### src/logic/usr_pkg.sv
/*
 * Shared constants and types for the serial receive path (async, sync and SPI).
 * Assumes a single 100 MHz system clock; all pins are synchronised inside the block.
 */
package usr_pkg;

	// ***********************************************
	// operating modes and parity
	// ***********************************************
	localparam int          USR_MODE_W     = 2;
	localparam logic [1:0]  USR_MODE_ASYNC = 2'h0;
	localparam logic [1:0]  USR_MODE_SYNC  = 2'h1;
	localparam logic [1:0]  USR_MODE_SPI   = 2'h3;
	localparam int          USR_PAR_ON_BIT = 1;
	localparam int          USR_PAR_ODD_BIT = 0;

	// ***********************************************
	// character length codes
	// ***********************************************
	localparam logic [2:0]  USR_LEN_5      = 3'h0;
	localparam logic [2:0]  USR_LEN_6      = 3'h1;
	localparam logic [2:0]  USR_LEN_7      = 3'h2;
	localparam logic [2:0]  USR_LEN_8      = 3'h3;
	localparam logic [2:0]  USR_LEN_9      = 3'h7;
	localparam int          USR_MSB_FIRST_BIT = 1;
	localparam logic [3:0]  USR_SPI_BITS   = 4'h8;

	// ***********************************************
	// oversampling: last sample index and vote window
	// ***********************************************
	localparam logic [3:0]  USR_LAST_NORM  = 4'hF;
	localparam logic [3:0]  USR_LAST_DBL   = 4'h7;
	localparam logic [3:0]  USR_VOTE_NORM  = 4'h7;
	localparam logic [3:0]  USR_VOTE_DBL   = 4'h3;
	localparam logic [3:0]  USR_DEC_NORM   = 4'h9;
	localparam logic [3:0]  USR_DEC_DBL    = 4'h5;

	// ***********************************************
	// receive buffer entry layout
	// ***********************************************
	localparam int          USR_DATA_W     = 9;
	localparam int          USR_ENT_FRM    = 9;
	localparam int          USR_ENT_PAR    = 10;
	localparam int          USR_ENTRY_W    = 11;
	localparam int          USR_BUF_DEPTH  = 2;

	typedef enum logic [3:0] {
		USR_ST_IDLE  = 4'h1,
		USR_ST_START = 4'h2,
		USR_ST_DATA  = 4'h4,
		USR_ST_STOP  = 4'h8
	} usr_state_t;

endpackage

### src/logic/usr_fifo_if.sv
/*
 * Valid/ready carrier between the frame engine and the receive buffer.
 * Assumes both ends run on the same clock.
 */
interface usr_fifo_if #(parameter int WIDTH = 11);
	logic             push_valid;
	logic             push_ready;
	logic [WIDTH-1:0] push_data;
	logic             pop_valid;
	logic             pop_ready;
	logic [WIDTH-1:0] pop_data;

	modport fifo_side (input push_valid, input push_data, input pop_ready,
		output push_ready, output pop_valid, output pop_data);
	modport user_side (output push_valid, output push_data, output pop_ready,
		input push_ready, input pop_valid, input pop_data);
endinterface

### src/logic/usr_rx_fifo.sv
/*
 * Small synchronous FIFO with flush, used as the receive buffer.
 * Assumes one clock; flush empties it in one edge and wins over push.
 */
module usr_rx_fifo #(
	parameter int WIDTH = 11,
	parameter int DEPTH = 2
) (
	input  wire logic    clk,
	input  wire logic    rst_b,
	input  wire logic    flush,
	usr_fifo_if.fifo_side f
);
	localparam int AW = (DEPTH > 1) ? $clog2(DEPTH) : 1;

	logic [WIDTH-1:0] mem [DEPTH];
	logic [AW-1:0]    wr_ptr_ff;
	logic [AW-1:0]    rd_ptr_ff;
	logic [AW:0]      count_ff;
	logic             do_push;
	logic             do_pop;

	assign f.push_ready = (count_ff != (AW+1)'(DEPTH));
	assign f.pop_valid  = (count_ff != '0);
	assign f.pop_data   = mem[rd_ptr_ff];
	assign do_push      = f.push_valid & f.push_ready & ~flush;
	assign do_pop       = f.pop_ready & f.pop_valid & ~flush;

	always_ff @(posedge clk) begin
		if (do_push)
			mem[wr_ptr_ff] <= f.push_data;
	end

	always_ff @(posedge clk or negedge rst_b) begin
		if (!rst_b) begin
			wr_ptr_ff <= '0;
			rd_ptr_ff <= '0;
			count_ff  <= '0;
		end else if (flush) begin
			wr_ptr_ff <= '0;
			rd_ptr_ff <= '0;
			count_ff  <= '0;
		end else begin
			if (do_push)
				wr_ptr_ff <= (wr_ptr_ff == AW'(DEPTH-1)) ? '0 : wr_ptr_ff + 1'b1;
			if (do_pop)
				rd_ptr_ff <= (rd_ptr_ff == AW'(DEPTH-1)) ? '0 : rd_ptr_ff + 1'b1;
			count_ff <= count_ff + (AW+1)'(do_push) - (AW+1)'(do_pop);
		end
	end
endmodule

### src/logic/usr_rx.sv
/*
 * Receive path of a USART: async oversampled frames, sync frames on a serial clock, SPI master/slave.
 * Assumes all pins come from outside the clock domain; register access is by plain ports.
 */
module usr_rx (
	input  wire logic                          sys_clk,
	input  wire logic                          rst_b,
	input  wire logic                          receiver_enable,
	input  wire logic [usr_pkg::USR_MODE_W-1:0] op_mode_sel,
	input  wire logic [2:0]                    char_length_sel,
	input  wire logic [1:0]                    parity_mode_sel,
	input  wire logic                          double_speed_sel,
	input  wire logic                          master_sel,
	input  wire logic                          clock_polarity_sel,
	input  wire logic                          clock_phase_sel,
	input  wire logic                          ss_output_en,
	input  wire logic                          master_ss_req,
	input  wire logic [7:0]                    baud_div,
	input  wire logic                          rx_complete_irq_en,
	input  wire logic                          global_irq_en,
	input  wire logic                          rd_data,
	input  wire logic                          serial_in_pin,
	input  wire logic                          serial_clock_pin,
	input  wire logic                          ss_in_b,
	output logic                               ss_out_b,
	output logic                               ss_oe,
	output logic                               rx_pin_owned,
	output logic [7:0]                         data_buffer_reg,
	output logic                               ninth_rx_bit,
	output logic                               framing_err_flag,
	output logic                               overrun_flag,
	output logic                               parity_err_flag,
	output logic                               rx_complete_flag,
	output logic                               rx_irq_req
);
	import usr_pkg::*;

	// ***********************************************
	// pin synchronisers and edge detection
	// ***********************************************
	logic       rxd_m_ff, rxd_s_ff, sclk_m_ff, sclk_s_ff, sclk_d_ff, ss_m_ff, ss_s_ff;
	logic       mode_async, mode_sync, mode_spi, spi_act, parity_on, msb_first;
	logic       sclk_rise, sclk_fall, samp_edge;

	always_ff @(posedge sys_clk or negedge rst_b) begin
		if (!rst_b) begin
			rxd_m_ff <= 1'b1;
			rxd_s_ff <= 1'b1;
			sclk_m_ff <= 1'b0;
			sclk_s_ff <= 1'b0;
			sclk_d_ff <= 1'b0;
			ss_m_ff  <= 1'b1;
			ss_s_ff  <= 1'b1;
		end else begin
			rxd_m_ff <= serial_in_pin;
			rxd_s_ff <= rxd_m_ff;
			sclk_m_ff <= serial_clock_pin;
			sclk_s_ff <= sclk_m_ff;
			sclk_d_ff <= sclk_s_ff;
			ss_m_ff  <= ss_in_b;
			ss_s_ff  <= ss_m_ff;
		end
	end

	assign mode_async = (op_mode_sel == USR_MODE_ASYNC);
	assign mode_sync  = (op_mode_sel == USR_MODE_SYNC);
	assign mode_spi   = (op_mode_sel == USR_MODE_SPI);
	assign parity_on  = parity_mode_sel[USR_PAR_ON_BIT] & ~mode_spi;
	assign msb_first  = char_length_sel[USR_MSB_FIRST_BIT];
	// slave listens only while its select is low
	assign spi_act    = mode_spi & (master_sel | ~ss_s_ff);
	assign sclk_rise  = sclk_s_ff & ~sclk_d_ff;
	assign sclk_fall  = ~sclk_s_ff & sclk_d_ff;

	// spi: leading edge samples at phase 0, trailing at phase 1; sync samples opposite to change
	always_comb begin
		if (mode_spi)
			samp_edge = (clock_polarity_sel ^ clock_phase_sel) ? sclk_fall : sclk_rise;
		else
			samp_edge = clock_polarity_sel ? sclk_rise : sclk_fall;
	end

	// ***********************************************
	// oversampling tick and majority vote
	// ***********************************************
	logic [7:0] tick_cnt_ff;
	logic       tick;
	logic [3:0] cnt_ff;
	logic [1:0] vote_ff;
	logic       rxd_tick_ff;
	logic [3:0] last_idx, vote_idx, dec_idx;
	logic       maj, a_ev, ev, val, fall_seen;
	usr_state_t state_ff;

	assign tick     = (tick_cnt_ff == 8'h00);
	assign last_idx = double_speed_sel ? USR_LAST_DBL : USR_LAST_NORM;
	assign vote_idx = double_speed_sel ? USR_VOTE_DBL : USR_VOTE_NORM;
	assign dec_idx  = double_speed_sel ? USR_DEC_DBL : USR_DEC_NORM;
	assign maj      = (vote_ff[1] & vote_ff[0]) | (vote_ff[1] & rxd_s_ff) | (vote_ff[0] & rxd_s_ff);
	assign a_ev     = tick & (cnt_ff == dec_idx) & (state_ff != USR_ST_IDLE);
	assign fall_seen = tick & rxd_tick_ff & ~rxd_s_ff;
	assign ev       = mode_async ? a_ev : samp_edge;
	assign val      = mode_async ? maj : rxd_s_ff;

	always_ff @(posedge sys_clk or negedge rst_b) begin
		if (!rst_b)
			tick_cnt_ff <= 8'h00;
		else if (tick || !receiver_enable)
			tick_cnt_ff <= baud_div;
		else
			tick_cnt_ff <= tick_cnt_ff - 8'h01;
	end

	// the detecting sample is number zero; cnt_ff holds the index of the next sample
	always_ff @(posedge sys_clk or negedge rst_b) begin
		if (!rst_b) begin
			cnt_ff      <= 4'h0;
			vote_ff     <= 2'h3;
			rxd_tick_ff <= 1'b1;
		end else if (!receiver_enable) begin
			cnt_ff      <= 4'h0;
			vote_ff     <= 2'h3;
			rxd_tick_ff <= 1'b1;
		end else if (tick) begin
			rxd_tick_ff <= rxd_s_ff;
			if (state_ff == USR_ST_IDLE)
				cnt_ff <= fall_seen ? 4'h1 : 4'h0;
			else
				cnt_ff <= (cnt_ff == last_idx) ? 4'h0 : cnt_ff + 4'h1;
			if (cnt_ff >= vote_idx && cnt_ff < dec_idx)
				vote_ff <= {vote_ff[0], rxd_s_ff};
		end
	end

	// ***********************************************
	// frame engine
	// ***********************************************
	logic [3:0] idx_ff, dlen, nbits, pos;
	logic [8:0] data_sh_ff, data_with;
	logic       par_ff;
	logic       push_valid_ff;
	logic [USR_ENTRY_W-1:0] push_entry_ff;
	logic       par_err_calc;

	always_comb begin
		case (char_length_sel)
			USR_LEN_5: dlen = 4'h5;
			USR_LEN_6: dlen = 4'h6;
			USR_LEN_7: dlen = 4'h7;
			USR_LEN_8: dlen = 4'h8;
			default:   dlen = 4'h9;
		endcase
		if (mode_spi)
			dlen = USR_SPI_BITS;
		nbits = dlen + 4'(parity_on);
		pos   = (mode_spi && msb_first) ? USR_SPI_BITS - 4'h1 - idx_ff : idx_ff;
		data_with      = data_sh_ff;
		data_with[pos] = val;
	end

	// unused high data bits stay zero, so xor over all nine is the data parity
	assign par_err_calc = parity_on & ((^data_sh_ff) ^ par_ff ^ parity_mode_sel[USR_PAR_ODD_BIT]);

	always_ff @(posedge sys_clk or negedge rst_b) begin
		if (!rst_b) begin
			state_ff      <= USR_ST_IDLE;
			idx_ff        <= 4'h0;
			data_sh_ff    <= 9'h000;
			par_ff        <= 1'b0;
			push_valid_ff <= 1'b0;
			push_entry_ff <= '0;
		end else if (!receiver_enable || (mode_spi && !spi_act)) begin
			state_ff      <= USR_ST_IDLE;
			idx_ff        <= 4'h0;
			push_valid_ff <= 1'b0;
		end else begin
			push_valid_ff <= 1'b0;
			case (state_ff)
				USR_ST_IDLE: begin
					if (mode_async && fall_seen) begin
						state_ff <= USR_ST_START;
					end else if (mode_sync && samp_edge && !rxd_s_ff) begin
						state_ff   <= USR_ST_DATA;
						idx_ff     <= 4'h0;
						data_sh_ff <= 9'h000;
					end else if (mode_spi && samp_edge) begin
						state_ff   <= USR_ST_DATA;
						idx_ff     <= 4'h1;
						data_sh_ff <= 9'h000;
						data_sh_ff[pos] <= val;
					end
				end
				USR_ST_START: begin
					if (ev) begin
						// a high majority was noise, not a start bit
						state_ff   <= val ? USR_ST_IDLE : USR_ST_DATA;
						idx_ff     <= 4'h0;
						data_sh_ff <= 9'h000;
					end
				end
				USR_ST_DATA: begin
					if (ev) begin
						if (idx_ff < dlen)
							data_sh_ff[pos] <= val;
						else
							par_ff <= val;
						idx_ff <= idx_ff + 4'h1;
						if (idx_ff == nbits - 4'h1) begin
							if (mode_spi) begin
								state_ff      <= USR_ST_IDLE;
								push_valid_ff <= 1'b1;
								push_entry_ff <= {2'b00, data_with};
							end else begin
								state_ff <= USR_ST_STOP;
							end
						end
					end
				end
				USR_ST_STOP: begin
					if (ev) begin
						// only the first stop bit is looked at; a second one reads as idle line
						state_ff      <= USR_ST_IDLE;
						push_valid_ff <= 1'b1;
						push_entry_ff <= {par_err_calc, ~val, data_sh_ff};
					end
				end
				default: state_ff <= USR_ST_IDLE;
			endcase
		end
	end

	// ***********************************************
	// receive buffer and status outputs
	// ***********************************************
	usr_fifo_if #(.WIDTH(USR_ENTRY_W)) fifo_bus ();
	logic overrun_ff;

	assign fifo_bus.push_valid = push_valid_ff;
	assign fifo_bus.push_data  = push_entry_ff;
	assign fifo_bus.pop_ready  = rd_data & receiver_enable;

	usr_rx_fifo #(
		.WIDTH (USR_ENTRY_W),
		.DEPTH (USR_BUF_DEPTH)
	) u_buf (
		.clk   (sys_clk),
		.rst_b (rst_b),
		.flush (~receiver_enable),
		.f     (fifo_bus)
	);

	// a full buffer refuses the frame; the new set wins over a read in the same cycle
	always_ff @(posedge sys_clk or negedge rst_b) begin
		if (!rst_b)
			overrun_ff <= 1'b0;
		else if (!receiver_enable)
			overrun_ff <= 1'b0;
		else if (push_valid_ff && !fifo_bus.push_ready)
			overrun_ff <= 1'b1;
		else if (rd_data && fifo_bus.pop_valid)
			overrun_ff <= 1'b0;
	end

	always_ff @(posedge sys_clk or negedge rst_b) begin
		if (!rst_b) begin
			data_buffer_reg  <= 8'h00;
			ninth_rx_bit     <= 1'b0;
			framing_err_flag <= 1'b0;
			parity_err_flag  <= 1'b0;
			overrun_flag     <= 1'b0;
			rx_complete_flag <= 1'b0;
			rx_irq_req       <= 1'b0;
		end else begin
			data_buffer_reg  <= fifo_bus.pop_valid ? fifo_bus.pop_data[7:0] : 8'h00;
			ninth_rx_bit     <= fifo_bus.pop_valid & fifo_bus.pop_data[8];
			framing_err_flag <= fifo_bus.pop_valid & fifo_bus.pop_data[USR_ENT_FRM] & ~mode_spi;
			parity_err_flag  <= fifo_bus.pop_valid & fifo_bus.pop_data[USR_ENT_PAR] & parity_on;
			// gate with enable so a disable hides the sticky bit at once
			overrun_flag     <= overrun_ff & receiver_enable & ~mode_spi;
			rx_complete_flag <= receiver_enable & fifo_bus.pop_valid;
			rx_irq_req       <= receiver_enable & fifo_bus.pop_valid & rx_complete_irq_en & global_irq_en;
		end
	end

	// ***********************************************
	// pin ownership and select pin
	// ***********************************************
	always_ff @(posedge sys_clk or negedge rst_b) begin
		if (!rst_b) begin
			rx_pin_owned <= 1'b0;
			ss_out_b     <= 1'b1;
			ss_oe        <= 1'b0;
		end else begin
			rx_pin_owned <= receiver_enable;
			ss_out_b     <= ~master_ss_req;
			ss_oe        <= mode_spi & master_sel & ss_output_en;
		end
	end
endmodule

### config.mk
export PLATFORM = sky130hd
export DESIGN_NAME = usr_rx
export DESIGN_NICKNAME = d
export VERILOG_FILES = /design/src/logic/usr_pkg.sv /design/src/logic/usr_fifo_if.sv /design/src/logic/usr_rx_fifo.sv /design/src/logic/usr_rx.sv
export SDC_FILE = /design/constraint.sdc
export NUM_CORES = 1
export LEC_CHECK = 0
export BUFFER_PORTS_ARGS = -buffer_cell sky130_fd_sc_hd__buf_2
export CAP_MARGIN = 20
export CELL_PAD_IN_SITES_DETAIL_PLACEMENT = 1
export CELL_PAD_IN_SITES_GLOBAL_PLACEMENT = 1
export CORE_MARGIN = 5
export CORE_UTILIZATION = 47
export CTS_CLUSTER_DIAMETER = 150
export CTS_CLUSTER_SIZE = 14
export DETAILED_ROUTE_END_ITERATION = 7
export GPL_TIMING_DRIVEN = 0
export PLACE_DENSITY_LB_ADDON = 0.1
export SYNTH_ARGS = -nofsm -noshare
export SYNTH_HDL_FRONTEND = slang
export SYNTH_HIERARCHICAL = 1
export SYNTH_SLANG_ARGS = --single-unit
### constraint.sdc
create_clock -name sys_clk -period 2.8 [get_ports sys_clk]
set_clock_uncertainty 0.05 [all_clocks]
set_input_delay 0.14 -clock sys_clk [delete_from_list [all_inputs] [get_ports sys_clk]]
set_output_delay 0.14 -clock sys_clk [all_outputs]
set_load 0.03 [all_outputs]
Word-level counts from Yosys, hierarchy flattened --
Memories as Yosys holds them, arrays and structs flattened. Index checks and enable logic that the tools add are counted. W data, S select, Z words.
Storage, ports and cells: input port bits 30, flip-flop bits (word level) 74, memories kept 1, logic and storage cells 230, bits in writable memories 22, output and inout bits 17
Operators by class: $add $sub $neg 10, reductions and logical operators 30, bitwise operators 45, multiplexer cells 74, $lt $le $gt $ge 5, equality and inequality tests 34
Memories:
- u_buf.mem | depth 2, width 11, rd ports 1, clocked after memory_dff 0, write ports 1, RTL line usr_rx_fifo.sv:16 | logic [WIDTH-1:0] mem [DEPTH];
Operator list (number):
- $mux W4 | 23
- $mux W9 | 6
- $mux W11 | 4
- $pmux W4 S4 | 2
- $and A1 B1 Y1 | 29
- $pmux W9 S3 | 1
- $mux W1 | 25
- $pmux W11 S2 | 1
- $mux W8 | 2
- $ne A2 B2 Y1 const B | 8
- $ne A3 B3 Y1 const B | 5
- $eq A4 B4 Y1 | 3
- $pmux W4 S3 | 1
- $logic_and A1 B1 Y1 | 10
- $reduce_and A5 Y1 | 2
- $and A9 B9 Y9 | 1
- $bwmux W9 | 1
- $not A1 Y1 | 9
- $reduce_xor A9 Y1 | 1
- $add A4 B1 Y4 const B | 2
- $logic_not A8 Y1 | 1
- $lt A4 B4 Y1 | 2
- $mux W2 | 4
- $ne A2 B1 Y1 const B | 4
- 37 further kinds | 51

Logic depth before layout (Yosys ltp) --
Gate-level depths: netlist of run 1.
word-level depth 12, mapped depth 13, depth with buffers taken out 11

By module --
Netlist of run 1, hierarchy kept.
Modules (own cells, without submodules):
- usr_rx | sequential area each 1762.9 µm², instances 1, area each 3844.9 µm², cells each 401
- usr_rx_fifo | sequential area each 760.7 µm², instances 1, area each 1067.3 µm², cells each 58

Least setup slack after synthesis of run 1 --
OpenSTA, ideal clock, no wires.
kind reg-to-reg, from register tick_cnt_ff[0], to register idx_ff[2], slack 0.302 ns, period minus slack after synthesis 2.498 ns, cell stages (with the launch flop) 10, arrival 2.370 ns, buffers on the path 0, required time 2.672 ns, setup time 0.078 ns, path through dfrtp_1 -> inv_1 -> ha_1 -> or3b_4 -> nor3_4 -> nand4_4 -> a21oi_4 -> nor2_2 -> or4b_1 -> a21oi_1
On the way: word-level cells in the longest chain between the ends 6, elaborated cells on any way between the ends 11, those cells by class eq/ne: 3; mux: 1; bitwise: 4; reduce/logical: 3
RTL lines:
- from (decl) | RTL line usr_rx.sv:86 | logic [7:0] tick_cnt_ff;
- from (signal assigned) | RTL line usr_rx.sv:109 | tick_cnt_ff <= baud_div;
- from (signal assigned) | RTL line usr_rx.sv:111 | tick_cnt_ff <= tick_cnt_ff - 8'h01;
- $logic_not A8 Y1 (*) | RTL line usr_rx.sv:95 | assign tick = (tick_cnt_ff == 8'h00);
- $and A1 B1 Y1 (on tied branches) (2 in series) | RTL line usr_rx.sv:100, usr_rx.sv:101
- $mux W1 or $logic_and A1 B1 Y1 (tied branches) | RTL line usr_rx.sv:102, usr_rx.sv:180
- $ne A3 B3 Y1 (no line)
- $reduce_and A5 Y1 (no line) (*)
- to (signal assigned) | RTL line usr_rx.sv:207 | idx_ff <= idx_ff + 4'h1;
- to (decl) | RTL line usr_rx.sv:138 | logic [3:0] idx_ff, dlen, nbits, pos;
Every way passes the cells marked *; elsewhere a longest branch is shown, timed or not. A chain may end at the register's enable or synchronous reset.

Worst setup path in the final report of run 1 --
Ends and elaborated chain as after synthesis.

==> reports/summary.log, run 1 <==
INFO  placed_design  dp_hpwl=8470um
INFO  synthesis      synthMostInstantiatedCell=sky130_fd_sc_hd__dfrtp_1
INFO  outcome        status=completed
INFO  timing         final_period_minus_worst_setup_slack=2.66ns
INFO  drt            drt_first_pass_iters=4
INFO  cells_and_area multi_input_combinational_cell_area=2260um2
INFO  synthesis      ys_seq_elements=96
INFO  critical_path  cp_data_arrival_time=2.91ns
INFO  cells_and_area fillers=1,188
INFO  critical_path  critPathKind=reg -> reg
INFO  synthesis      synthCells=459
INFO  power_and_ir_drop power.leakage=2.63nW
INFO  placed_design  dp_cells=641
INFO  power_and_ir_drop share_comb_of_total_power=23.6%
INFO  timing         grt_setup_unrepaired=true
INFO  timing         final-max-slew-violation-count=0
INFO  global_route   grt_pass1_vias=4,039
INFO  power_and_ir_drop internal_pwr_total=2.20mW
INFO  drt            finalWirelength=11,600um
INFO  die            dieArea=12,600um2
INFO  cells_and_area largest_register_ffs=22
INFO  synthesis      post_synth_most_frequent_cells=65 x sky130_fd_sc_hd__dfrtp_1, 40 x sky130_fd_sc_hd__nand2_1, 32 x sky130_fd_sc_hd__nor2_1
INFO  drt            drt-initial-drc-count=134
INFO  timing         portion_of_the_clock_cycle_consumed_by_the_worst_path_in_the_final_layout=95.1%
INFO  clock_tree     numCtsBuffers=9
INFO  placed_design  gp_routability_congestion=0.811
INFO  global_route   met1_usage=24.3%
INFO  timing         worst_pin_slew=1.22ns
INFO  power_and_ir_drop power_frac_clock=25.9%
INFO  clock_tree     max-clock-path-buffers=2
INFO  cells_and_area nets=586
INFO  die            ios=47
INFO  clock_tree     cts_tree=done
INFO  drt            antenna_violating_nets_left=0
INFO  die            fp.coreArea=10,300um2
INFO  synthesis      synthesis.area_per_instance=10.7um2
INFO  global_route   grt_busiest_layer=met2
INFO  synthesis      netlist-cell-type-count=65
INFO  drt            dr_total_vias=3,726
INFO  timing         setup_violations=0
INFO  synthesis      yosysWarnings=6
INFO  cells_and_area count_of_antenna_diodes_in_the_layout=0
INFO  clock_tree     clkTransAtPathRegs=0.09ns
INFO  global_route   antenna_found_initial=0
INFO  flow_run       maxCapViolCount=0
INFO  die            floorplan.die.width=112um
INFO  synthesis      yosys-top-cells-area=sky130_fd_sc_hd__dfrtp_1 33%, sky130_fd_sc_hd__edfxtp_1 13%, sky130_fd_sc_hd__dfstp_2 4.8%
INFO  critical_path  timing.reg2reg.setup_slack=0.14ns
INFO  power_and_ir_drop power.switching_fraction=31.1%
INFO  timing         report.final.hold_viol_count=0
INFO  drt            routedWlPerCell=17.0um
INFO  global_route   grt_start_max_net_pins=56
INFO  clock_tree     clkSinkCount=96
INFO  die            die-height=112um
INFO  cells_and_area layout.area.seq=2520um2
INFO  cells_and_area largest_register=u_buf/mem
INFO  global_route   gr-usage-all-layers=19.2%
INFO  power_and_ir_drop vdd_drop_max=0.000219V
INFO  global_route   grt_util_met2=34.0%
INFO  synthesis      synth_flop_cell=sky130_fd_sc_hd__dfrtp_1
INFO  synthesis      post_synthesis_sequential_area_ratio=51.4%
INFO  placed_design  portBuffers=45
INFO  power_and_ir_drop seq_power_share=50.5%
INFO  die            initial_utilization=47.8%
INFO  clock_tree     clkLatencyLatePin=0.37ns
INFO  power_and_ir_drop power-per-cell-area=551nW/um2
INFO  global_route   global_route.overflow_total=0
INFO  global_route   groute.layer.met3.usage=2.43%
INFO  critical_path  worst-endpoint-required=3.04ns
INFO  synthesis      synth_edf_count=22
INFO  worst_hold_path holdCritPathClass=in -> reg
INFO  synthesis      netlist.top_cell.by_area=sky130_fd_sc_hd__dfrtp_1
INFO  timing         timing.max_slew.rel_slack=17.6%
INFO  drt            vias_per_cell=5.46
INFO  critical_path  startpoint_type=flop
INFO  critical_path  end_kind=flop
INFO  clock_tree     htree_num_levels=3
INFO  synthesis      synthArstFlopShare=77.1%
INFO  die            core.rowCount=37
INFO  cells_and_area finalNonFillerCells=682
INFO  power_and_ir_drop power.total=3.19mW
INFO  timing         max_freq=375MHz
INFO  synthesis      synthesis.nets=504
INFO  drt            drcViolationCount=0
INFO  cells_and_area layout-drive-gt1-share=22.3%
INFO  critical_path  cp_max_fo=6
INFO  global_route   grt_first_pass_wirelength=19,800um
INFO  synthesis      cell_area_after_synthesis=4910um2
INFO  power_and_ir_drop switchingPower=0.992mW
INFO  cells_and_area area_grow_syn2layout=17.8%
INFO  synthesis      yosys.area.top_type_share=33.1%
INFO  clock_tree     root_buffer=sky130_fd_sc_hd__clkbuf_8
power groups by stage:
stage | combinational [mW] | sequential [mW] | clock (mW)
after global placement | 0.630 | 1.63 | 0
after floorplan | 0.475 | 1.62 | 0
final | 0.752 | 1.61 | 0.825
after CTS | 0.686 | 1.61 | 0.851
after detailed placement | 0.659 | 1.64 | 0
after global routing | 0.837 | 1.63 | 0.906
critical path: stages (launching register included):
cell and delay, ns:
sky130_fd_sc_hd__dfrtp_1 0.41, sky130_fd_sc_hd__inv_1 0.07, sky130_fd_sc_hd__ha_1 0.18, sky130_fd_sc_hd__or3b_4 0.44, sky130_fd_sc_hd__nor3_4 0.16, sky130_fd_sc_hd__buf_12 0.14, sky130_fd_sc_hd__nand4_4 0.15, sky130_fd_sc_hd__a21oi_4 0.23
sky130_fd_sc_hd__nor2_2 0.11, sky130_fd_sc_hd__or4b_1 0.51, sky130_fd_sc_hd__a21oi_1 0.15
layer usage:
layer  wire length (um)  up-vias
met1               5110     1864
li1                   -     1798
met3                366       15
met5                  0        -
met4                196        0
met2               5940       49
logic make-up after synthesis:
group                      synth area share, %
AOI/OAI and AO/OA                         15.2
xor gates and xnor gates                  4.10
adders and majority gates                 3.82
buffers and inverters                     3.16
DFF                                       51.4
muxes                                     5.48
and+or+nand+nor                           16.8
stage by stage:
stage	hold WS, ns	area, um2	utilization (%)	TNS [ns]	setup WS (ns)
2_1_floorplan	-0.206	4910	-	0	0.302
3_3_place_gp	0.195	5310	51.6	-4.63	-0.406
3_5_place_dp	-0.00759	5340	51.9	-5.81	-0.477
4_1_cts	0.0639	5730	55.7	0	0.0154
5_1_grt	0.0968	5790	56.3	-0.00893	-0.00374
6_report	0.0782	5790	56.3	0	0.136
final timing paths:
| path | startpoint | to | depth (start not counted) |
|---|---|---|---|
| max | tick_cnt_ff[0] | idx_ff[2] | 10 |
| min | parity_mode_sel[1] | parity_err_flag | 3 |
| max reg2reg | tick_cnt_ff[0] | idx_ff[2] | 10 |
| min reg2reg | rxd_m_ff | rxd_s_ff | 0 |
| max in group asynchronous | rst_b | vote_ff[1] | 3 |
| min in group asynchronous | rst_b | u_buf/count_ff[1] | 2 |
final cells by class:
cell class / instances / area share (%)
Timing Repair Buffer: 71 / 8.60
Multi-Input combinational cell: 325 / 39.1
Sequential cell: 96 / 43.6
Clock inverter: 6 / 0.757
Buffer: 17 / 1.41
Tap cell: 136 / 2.94
Clock buffer: 10 / 2.20
Inverter: 21 / 1.36
cells in the final DEF, fill, tap and decap left out, types with 9 or more instances in the layout:
cell,count
sky130_fd_sc_hd__and2_1,16
sky130_fd_sc_hd__dlygate4sd3_1,18
sky130_fd_sc_hd__o21ai_0,26
sky130_fd_sc_hd__dfrtp_1,65
sky130_fd_sc_hd__mux2_4,9
sky130_fd_sc_hd__buf_2,47
sky130_fd_sc_hd__edfxtp_1,22
sky130_fd_sc_hd__a21oi_1,22
sky130_fd_sc_hd__a31oi_1,10
sky130_fd_sc_hd__nand2_1,39
sky130_fd_sc_hd__clkbuf_1,11
sky130_fd_sc_hd__clkbuf_8,9
sky130_fd_sc_hd__mux2i_1,10
sky130_fd_sc_hd__ha_1,15
sky130_fd_sc_hd__xnor2_1,16
sky130_fd_sc_hd__nand3_1,9
sky130_fd_sc_hd__inv_1,20
sky130_fd_sc_hd__and3_1,9
sky130_fd_sc_hd__nor2_1,31
sky130_fd_sc_hd__dfstp_2,9
timing repair:
item,CTS,global route
pin swaps,2,3
resized for setup,3,8
hold buffers,18,0
endpoints found under the hold margin,81,0
endpoints found under the setup margin,30,28
buffers inserted,2,4
(Power assumes the default switching activity.)
==> run 2, diff against run 1 <==
--- a/config.mk
+++ b/config.mk
@@ -18,5 +18,4 @@
 export PLACE_DENSITY_LB_ADDON = 0.1
 export SYNTH_ARGS = -nofsm -noshare
 export SYNTH_HDL_FRONTEND = slang
-export SYNTH_HIERARCHICAL = 1
 export SYNTH_SLANG_ARGS = --single-unit
==> reports/summary.log, run 2 <==
INFO  timing         portion_of_the_clock_cycle_consumed_by_the_worst_path_in_the_final_layout=94.8% [-0.36 points]
INFO  power_and_ir_drop power-per-cell-area=564nW/um2 [+2.5%]
INFO  cells_and_area finalNonFillerCells=690 [+1.2%]
INFO  critical_path  path_delay_family=simple AND/OR/NAND/NOR gates
INFO  flow_run       maxCapViolCount=0 [unchanged]
INFO  synthesis      synthMostInstantiatedCell=sky130_fd_sc_hd__dfrtp_1
INFO  clock_tree     max-clock-path-buffers=2 [unchanged]
INFO  synthesis      netlist.top_cell.by_area=sky130_fd_sc_hd__dfrtp_1
INFO  global_route   grt_first_pass_wirelength=20,400um [+3.1%]
INFO  die            dieArea=12,600um2 [+0.14%]
INFO  cells_and_area final_cell_mix=65 x sky130_fd_sc_hd__dfrtp_1, 59 x sky130_fd_sc_hd__nor2_1, 51 x sky130_fd_sc_hd__buf_2
INFO  synthesis      post_synthesis_sequential_area_ratio=51.3% [-0.078 points]
INFO  cells_and_area finalCoreUtilization=56.4% [+0.085 points]
INFO  synthesis      yosys.area.top_type_share=33.1% [-0.051 points]
INFO  cells_and_area largest_register_ffs=22 [unchanged]
INFO  drt            drt_first_pass_iters=4 [unchanged]
INFO  global_route   gr-usage-all-layers=19.7% [+0.43 points]
INFO  clock_tree     clkSinkCount=96 [unchanged]
INFO  die            fp.coreArea=10,300um2 [unchanged]
INFO  synthesis      synth_flop_cell=sky130_fd_sc_hd__dfrtp_1
INFO  power_and_ir_drop vdd_drop_max=0.000254V [+16%]
INFO  critical_path  end_kind=flop
INFO  die            initial_utilization=47.9% [+0.073 points]
INFO  die            die-height=112um [about the same]
INFO  synthesis      ys_seq_elements=96 [unchanged]
INFO  placed_design  place_ws=-1.06ns [-0.583 ns]
INFO  synthesis      synth_edf_count=22 [unchanged]
INFO  timing         final-max-slew-violation-count=0 [unchanged]
INFO  synthesis      cell_area_after_synthesis=4920um2 [+0.15%]
INFO  cells_and_area layout-drive-gt1-share=19.3% [-3.0 points]
INFO  clock_tree     htree_num_levels=3 [unchanged]
INFO  critical_path  cp_max_fo=10 [+4]
INFO  power_and_ir_drop power.leakage=2.60nW [-0.91%]
INFO  timing         setup_tns=0ns [unchanged]
INFO  synthesis      synthCells=472 [+2.8%]
INFO  clock_tree     root_buffer=sky130_fd_sc_hd__clkbuf_8
INFO  clock_tree     cts_tree=done
INFO  placed_design  gp_routability_congestion=0.764 [-5.8%]
INFO  critical_path  startpoint_type=flop
INFO  placed_design  detailed_place.area=5350um2 [+0.23%]
INFO  timing         final_period_minus_worst_setup_slack=2.65ns [-0.0101 ns]
INFO  cells_and_area nets=594 [+1.4%]
INFO  synthesis      post_synth_most_frequent_cells=65 x sky130_fd_sc_hd__dfrtp_1, 59 x sky130_fd_sc_hd__nor2_1, 39 x sky130_fd_sc_hd__nand2_1
INFO  outcome        status=completed
INFO  cells_and_area fin_area=5800um2 [+0.15%]
INFO  clock_tree     clkLatencyLatePin=0.38ns [about the same]
INFO  placed_design  dp_cells=655 [+2.2%]
INFO  placed_design  portBuffers=46 [+2.2%]
INFO  power_and_ir_drop internal_pwr_total=2.23mW [+1.8%]
INFO  timing         grt_setup_unrepaired=false
INFO  cells_and_area layout.cells.most_common=sky130_fd_sc_hd__dfrtp_1
INFO  critical_path  cells_along_the_critical_path=inv_1, ha_2, or4b_1, nor4_2, o32ai_2, o21ai_2, buf_4, mux2i_1, nor2_1
INFO  synthesis      yosysWarnings=0 [-6]
INFO  synthesis      synthesis.nets=517 [+2.6%]
INFO  drt            drt-initial-drc-count=188 [+40%]
INFO  synthesis      synthesis.area_per_instance=10.4um2 [-2.6%]
INFO  critical_path  critPathBufInv=2 [unchanged]
INFO  placed_design  dp_hpwl=8960um [+5.8%]
INFO  synthesis      synthArstFlopShare=77.1% [unchanged]
INFO  drt            routedWlPerCell=17.1um [+0.32%]
INFO  clock_tree     clkTransAtPathRegs=0.11ns [+0.02 ns]
INFO  power_and_ir_drop power.total=3.27mW [+2.6%]
INFO  timing         max_freq=377MHz [+0.38%]
INFO  cells_and_area count_of_antenna_diodes_in_the_layout=0 [unchanged]
INFO  critical_path  critPathKind=reg -> reg
INFO  global_route   grt_start_max_net_pins=61 [+8.9%]
INFO  die            floorplan.die.width=112um [about the same]
INFO  power_and_ir_drop power.switching_fraction=31.7% [+0.55 points]
INFO  drt            drcViolationCount=0 [unchanged]
INFO  power_and_ir_drop seq_power_share=47.9% [-2.6 points]
INFO  synthesis      netlist-cell-type-count=67 [+3.1%]
INFO  drt            antenna_violating_nets_left=0 [unchanged]
INFO  timing         timing.max_slew.rel_slack=40.4% [+23 points]
INFO  drt            vias_per_cell=5.45 [-0.26%]
INFO  cells_and_area area_grow_syn2layout=17.8% [about the same]
INFO  critical_path  cp_data_arrival_time=2.85ns [-0.06 ns]
INFO  timing         worst_pin_slew=0.890ns [-0.328 ns]
INFO  power_and_ir_drop switchingPower=1.04mW [+4.4%]
INFO  synthesis      yosys-top-cells-area=sky130_fd_sc_hd__dfrtp_1 33%, sky130_fd_sc_hd__edfxtp_1 13%, sky130_fd_sc_hd__mux2i_1 4.9%
INFO  drt            finalWirelength=11,800um [+1.5%]
INFO  die            ios=47 [unchanged]
INFO  critical_path  worst_path_largest_cell_delay=0.55ns [+0.04 ns]
INFO  timing         report.final.hold_viol_count=0 [unchanged]
INFO  die            core.rowCount=37 [unchanged]
INFO  timing         worst_hold_slack_across_all_endpoints=0.113ns [+0.0352 ns]
INFO  global_route   grt_pass1_vias=4,057 [+0.45%]
INFO  timing         setup_slack=0.147ns [+0.0101 ns]
INFO  worst_hold_path holdCritPathClass=in -> reg
INFO  critical_path  slowest_stage=sky130_fd_sc_hd__or4b_1
INFO  power_and_ir_drop share_comb_of_total_power=22.9% [-0.7 points]
INFO  cells_and_area largest_register=u_buf.mem
INFO  global_route   global_route.overflow_total=0 [unchanged]
INFO  drt            dr_total_vias=3,760 [+0.91%]
INFO  global_route   antenna_found_initial=0 [unchanged]
INFO  critical_path  worst-endpoint-required=3.00ns [-0.04 ns]
INFO  power_and_ir_drop power_frac_clock=29.2% [+3.3 points]
INFO  clock_tree     numCtsBuffers=9 [unchanged]
INFO  timing         setup_violations=0 [unchanged]
==> run 2: cell types whose count changed in the layout (fill, tap and decap cells not counted), moves of 6 or more <==
cell and change:
sky130_fd_sc_hd__and2_1 -6, sky130_fd_sc_hd__a22o_1 -7, sky130_fd_sc_hd__o21ai_2 +6, sky130_fd_sc_hd__nor2_1 +28, sky130_fd_sc_hd__mux2_4 -9, sky130_fd_sc_hd__a22oi_1 +6
sky130_fd_sc_hd__a31oi_1 -7, sky130_fd_sc_hd__mux2i_1 +14
==> run 2: worst register-to-register path: stages (launching register included) <==
cell and delay [ns]:
sky130_fd_sc_hd__dfrtp_1 0.41, sky130_fd_sc_hd__inv_1 0.09, sky130_fd_sc_hd__ha_2 0.25, sky130_fd_sc_hd__or4b_1 0.55
sky130_fd_sc_hd__nor4_2 0.35, sky130_fd_sc_hd__o32ai_2 0.15, sky130_fd_sc_hd__o21ai_2 0.23, sky130_fd_sc_hd__buf_4 0.21
sky130_fd_sc_hd__mux2i_1 0.19, sky130_fd_sc_hd__nor2_1 0.06
==> run 2: logic make-up after synthesis <==
family / share of synthesized area [%]
AND/OR/NAND/NOR: 17.8
AO/OA/AOI/OAI: 14.3
flip-flops: 51.3
buffers and inverters: 3.20
multiplexers: 5.34
XOR/XNOR: 4.27
adder cells (fa/ha/maj): 3.81
==> run 2: final cells by class <==
cell class,instances,area (um2)
inverter,15,56.3
buffer,21,97.6
tap,136,170
timing repair buffer,68,463
clock inverter,7,83.8
multi-input combinational,338,2280
clock buffer,9,124
fill,1170,4480
sequential,96,2520
==> run 2: repair_timing <==
item / 4_1_cts / 5_1_grt
gates resized for setup: 5 / 4
hold buffers: 18 / 0
endpoints found under the hold margin: 84 / 0
endpoints found under the setup margin: 17 / 20
pin swaps: 1 / 0
buffers inserted: 3 / 0
cloned: 0 / 0
==> run 2: final timing paths <==
path | endpoint | from | cells after the start | slack [ns]
worst max-delay path | idx_ff[0] | tick_cnt_ff[0] | 9 | 0.15
worst min-delay path | framing_err_flag | op_mode_sel[1] | 2 | 0.11
worst max register to register | idx_ff[0] | tick_cnt_ff[0] | 9 | 0.15
worst min register to register | rxd_s_ff | rxd_m_ff | 0 | 0.31
max in group asynchronous | state_ff[0] | rst_b | 3 | 1.95
min in group asynchronous | ss_oe | rst_b | 2 | 0.12
==> run 2: power by group through the flow <==
| stage | clock [mW] | combinational [mW] | sequential (mW) |
|---|---|---|---|
| floorplan | 0 | 0.475 | 1.58 |
| global placement | 0 | 0.651 | 1.59 |
| detailed placement | 0 | 0.674 | 1.59 |
| CTS | 0.980 | 0.742 | 1.56 |
| global route | 1.05 | 0.829 | 1.58 |
| finish | 0.957 | 0.749 | 1.57 |
==> run 2: routing by layer <==
metal	share of wire (%)	GRT usage, %	up-vias
met1	46	26.4	1861
met5	0	0	-
li1	-	-	1837
met3	4.0	3.56	8
met4	0.73	4.33	0
met2	49	33.4	54
==> run 3, diff against run 2 <==
==> constraint.sdc (replaced) <==
create_clock -name sys_clk -period 2.8 [get_ports sys_clk]
set_clock_uncertainty 0.05 [all_clocks]
set_input_delay 0 -clock sys_clk [delete_from_list [all_inputs] [get_ports sys_clk]]
set_output_delay 0 -clock sys_clk [all_outputs]
set_load 0.03 [all_outputs]
==> reports/summary.log, run 3 (synthesized netlist as in run 2, its figures left out) <==
INFO  power_and_ir_drop power_frac_clock=29.1% [about the same]
INFO  critical_path  critPathBufInv=2 [unchanged]
INFO  placed_design  dp_cells=655 [unchanged]
INFO  cells_and_area largest_register_ffs=22 [unchanged]
INFO  timing         final-max-slew-violation-count=0 [unchanged]
INFO  critical_path  r2r_start=tick_cnt_ff[0]
INFO  cells_and_area final_cell_mix=65 x sky130_fd_sc_hd__dfrtp_1, 59 x sky130_fd_sc_hd__nor2_1, 51 x sky130_fd_sc_hd__buf_2
INFO  cells_and_area count_of_antenna_diodes_in_the_layout=0 [unchanged]
INFO  die            dieArea=12,600um2 [unchanged]
INFO  critical_path  rr_endpoint=idx_ff[0]
INFO  placed_design  detailed_place.area=5350um2 [unchanged]
INFO  timing         setup_slack=0.134ns [-0.0130 ns]
INFO  die            initial_utilization=47.9% [unchanged]
INFO  drt            drcViolationCount=0 [unchanged]
INFO  timing         setup_violations=0 [unchanged]
INFO  critical_path  slowest_stage=sky130_fd_sc_hd__or4b_1
INFO  timing         max_freq=375MHz [-0.49%]
INFO  worst_hold_path holdPathEnd=overrun_ff
INFO  flow_run       maxCapViolCount=0 [unchanged]
INFO  drt            dr_total_vias=3,763 [+0.080%]
INFO  cells_and_area layout.cells.most_common=sky130_fd_sc_hd__dfrtp_1
INFO  drt            drt-initial-drc-count=195 [+3.7%]
INFO  critical_path  critPathKind=reg -> reg
INFO  placed_design  place_ws=-0.920ns [+0.140 ns]
INFO  power_and_ir_drop power-per-cell-area=561nW/um2 [-0.49%]
INFO  drt            routedWlPerCell=17.1um [about the same]
INFO  clock_tree     htree_num_levels=3 [unchanged]
INFO  power_and_ir_drop power.switching_fraction=31.6% [-0.040 points]
INFO  global_route   grt_pass1_vias=4,067 [+0.25%]
INFO  clock_tree     cts_tree=done
INFO  power_and_ir_drop vdd_drop_max=0.000254V [about the same]
INFO  drt            finalWirelength=11,800um [+0.53%]
INFO  power_and_ir_drop internal_pwr_total=2.24mW [+0.17%]
INFO  clock_tree     max-clock-path-buffers=2 [unchanged]
INFO  critical_path  cells_along_the_critical_path=inv_1, ha_2, or4b_1, nor4_2, o32ai_2, o21ai_2, buf_4, mux2i_1, nor2_1
INFO  power_and_ir_drop power.leakage=2.62nW [+0.64%]
INFO  die            ios=47 [unchanged]
INFO  clock_tree     numCtsBuffers=9 [unchanged]
INFO  critical_path  end_kind=flop
INFO  critical_path  worst-endpoint-required=2.99ns [about the same]
INFO  cells_and_area area_grow_syn2layout=18.5%
INFO  critical_path  cp_max_fo=10 [unchanged]
INFO  clock_tree     clkSinkCount=96 [unchanged]
INFO  power_and_ir_drop switchingPower=1.04mW [about the same]
INFO  drt            vias_per_cell=5.42 [-0.50%]
INFO  drt            drt_first_pass_iters=5 [+1]
INFO  critical_path  timing.reg2reg.setup_slack=0.13ns [about the same]
INFO  critical_path  startpoint_type=flop
INFO  critical_path  cp_data_arrival_time=2.86ns [about the same]
INFO  cells_and_area largest_register=u_buf.mem
INFO  global_route   gr-usage-all-layers=19.8% [+0.17 points]
INFO  worst_hold_path worstHoldPathCells=4 [+2]
INFO  power_and_ir_drop seq_power_share=47.8% [about the same]
INFO  critical_path  r2r.worst_path.cells=9 [unchanged]
INFO  outcome        status=completed
INFO  timing         final_period_minus_worst_setup_slack=2.67ns [+0.0130 ns]
INFO  cells_and_area fin_area=5830um2 [+0.60%]
INFO  die            die-height=112um [unchanged]
INFO  worst_hold_path holdCritPathClass=in -> reg
INFO  cells_and_area nets=598 [+0.67%]
INFO  worst_hold_path hold_start=rd_data
INFO  timing         grt_setup_unrepaired=false
INFO  clock_tree     clkTransAtPathRegs=0.11ns [about the same]
INFO  global_route   global_route.overflow_total=0 [unchanged]
INFO  power_and_ir_drop power.total=3.27mW [+0.11%]
INFO  timing         worst_pin_slew=0.877ns [-0.0134 ns]
INFO  cells_and_area finalCoreUtilization=56.7% [+0.34 points]
INFO  global_route   grt_start_max_net_pins=61 [unchanged]
INFO  placed_design  gp_routability_congestion=0.764 [unchanged]
INFO  die            core.rowCount=37 [unchanged]
INFO  clock_tree     root_buffer=sky130_fd_sc_hd__clkbuf_8
INFO  global_route   grt_first_pass_wirelength=20,500um [+0.65%]
INFO  critical_path  worst_path_largest_cell_delay=0.55ns [about the same]
INFO  timing         timing.max_slew.rel_slack=41.3% [+0.90 points]
INFO  placed_design  portBuffers=46 [unchanged]
INFO  cells_and_area finalNonFillerCells=694 [+0.58%]
INFO  drt            antenna_violating_nets_left=0 [unchanged]
INFO  critical_path  path_delay_family=simple AND/OR/NAND/NOR gates
INFO  timing         report.final.hold_viol_count=0 [unchanged]
INFO  placed_design  dp_hpwl=8960um [unchanged]
INFO  die            fp.coreArea=10,300um2 [unchanged]
INFO  power_and_ir_drop share_comb_of_total_power=23.1% [+0.2 points]
INFO  die            floorplan.die.width=112um [unchanged]
INFO  global_route   antenna_found_initial=0 [unchanged]
INFO  clock_tree     clkLatencyLatePin=0.38ns [about the same]
INFO  timing         portion_of_the_clock_cycle_consumed_by_the_worst_path_in_the_final_layout=95.2% [+0.46 points]
INFO  cells_and_area layout-drive-gt1-share=19.4% [+0.041 points]
run 3: how the worst max path moves through the flow:
stage                                  to  slack [ns]  cells after the start            from
floorplan                     state_ff[2]        0.27                     12  op_mode_sel[0]
global placement    fifo_bus.push_data[9]       -0.86                     13  op_mode_sel[0]
detailed placement  fifo_bus.push_data[8]       -0.92                     14  op_mode_sel[0]
CTS                         data_sh_ff[0]        0.02                      9  tick_cnt_ff[0]
global route                data_sh_ff[3]       0.004                      9  tick_cnt_ff[0]
finish                          idx_ff[0]        0.13                      9  tick_cnt_ff[0]
run 3: power by group through the flow:
stage	registers (mW)	clock network (mW)	logic, mW
floorplan	1.58	0	0.475
global placement	1.59	0	0.651
detailed placement	1.59	0	0.674
CTS	1.56	0.980	0.746
global route	1.58	1.05	0.834
finish	1.57	0.953	0.756
run 3: worst min-delay path, cell delays in order:
cell and delay, ns:
sky130_fd_sc_hd__buf_2 0.10, sky130_fd_sc_hd__o21ai_0 0.13, sky130_fd_sc_hd__a32oi_1 0.08, sky130_fd_sc_hd__nor2b_1 0.11
run 3: final cells by class:
type / instances / area [um2]
flip-flops and latches: 96 / 2520
fillers: 1168 / 4450
inverters: 15 / 56.3
well taps: 136 / 170
plain buffers: 22 / 103
clock buffers: 9 / 124
repair buffers: 71 / 493
multi-input cells: 338 / 2280
clock inverters: 7 / 83.8
run 3: per-stage QoR:
stage          TNS [ns]  hold slack (ns)
3_3_place_gp     -12.11           0.0546
5_1_grt               0           0.0574
2_1_floorplan         0           -0.346
6_report              0           0.0488
4_1_cts               0           0.0481
3_5_place_dp     -12.53           -0.167
run 3: layer usage:
metal	vias to the layer above	GRT usage, %	wire length (um)
met4	0	4.33	104
li1	1844	-	-
met3	9	3.56	380
met5	-	0	0
met2	55	33.7	5840
met1	1855	26.7	5520
run 3: repair_timing:
item / in CTS / in global routing
endpoints found under the hold margin: 85 / 1
pin swaps: 1 / 0
gates resized for setup: 5 / 7
hold buffers: 20 / 1
endpoints found under the setup margin: 17 / 23
setup buffers: 3 / 0
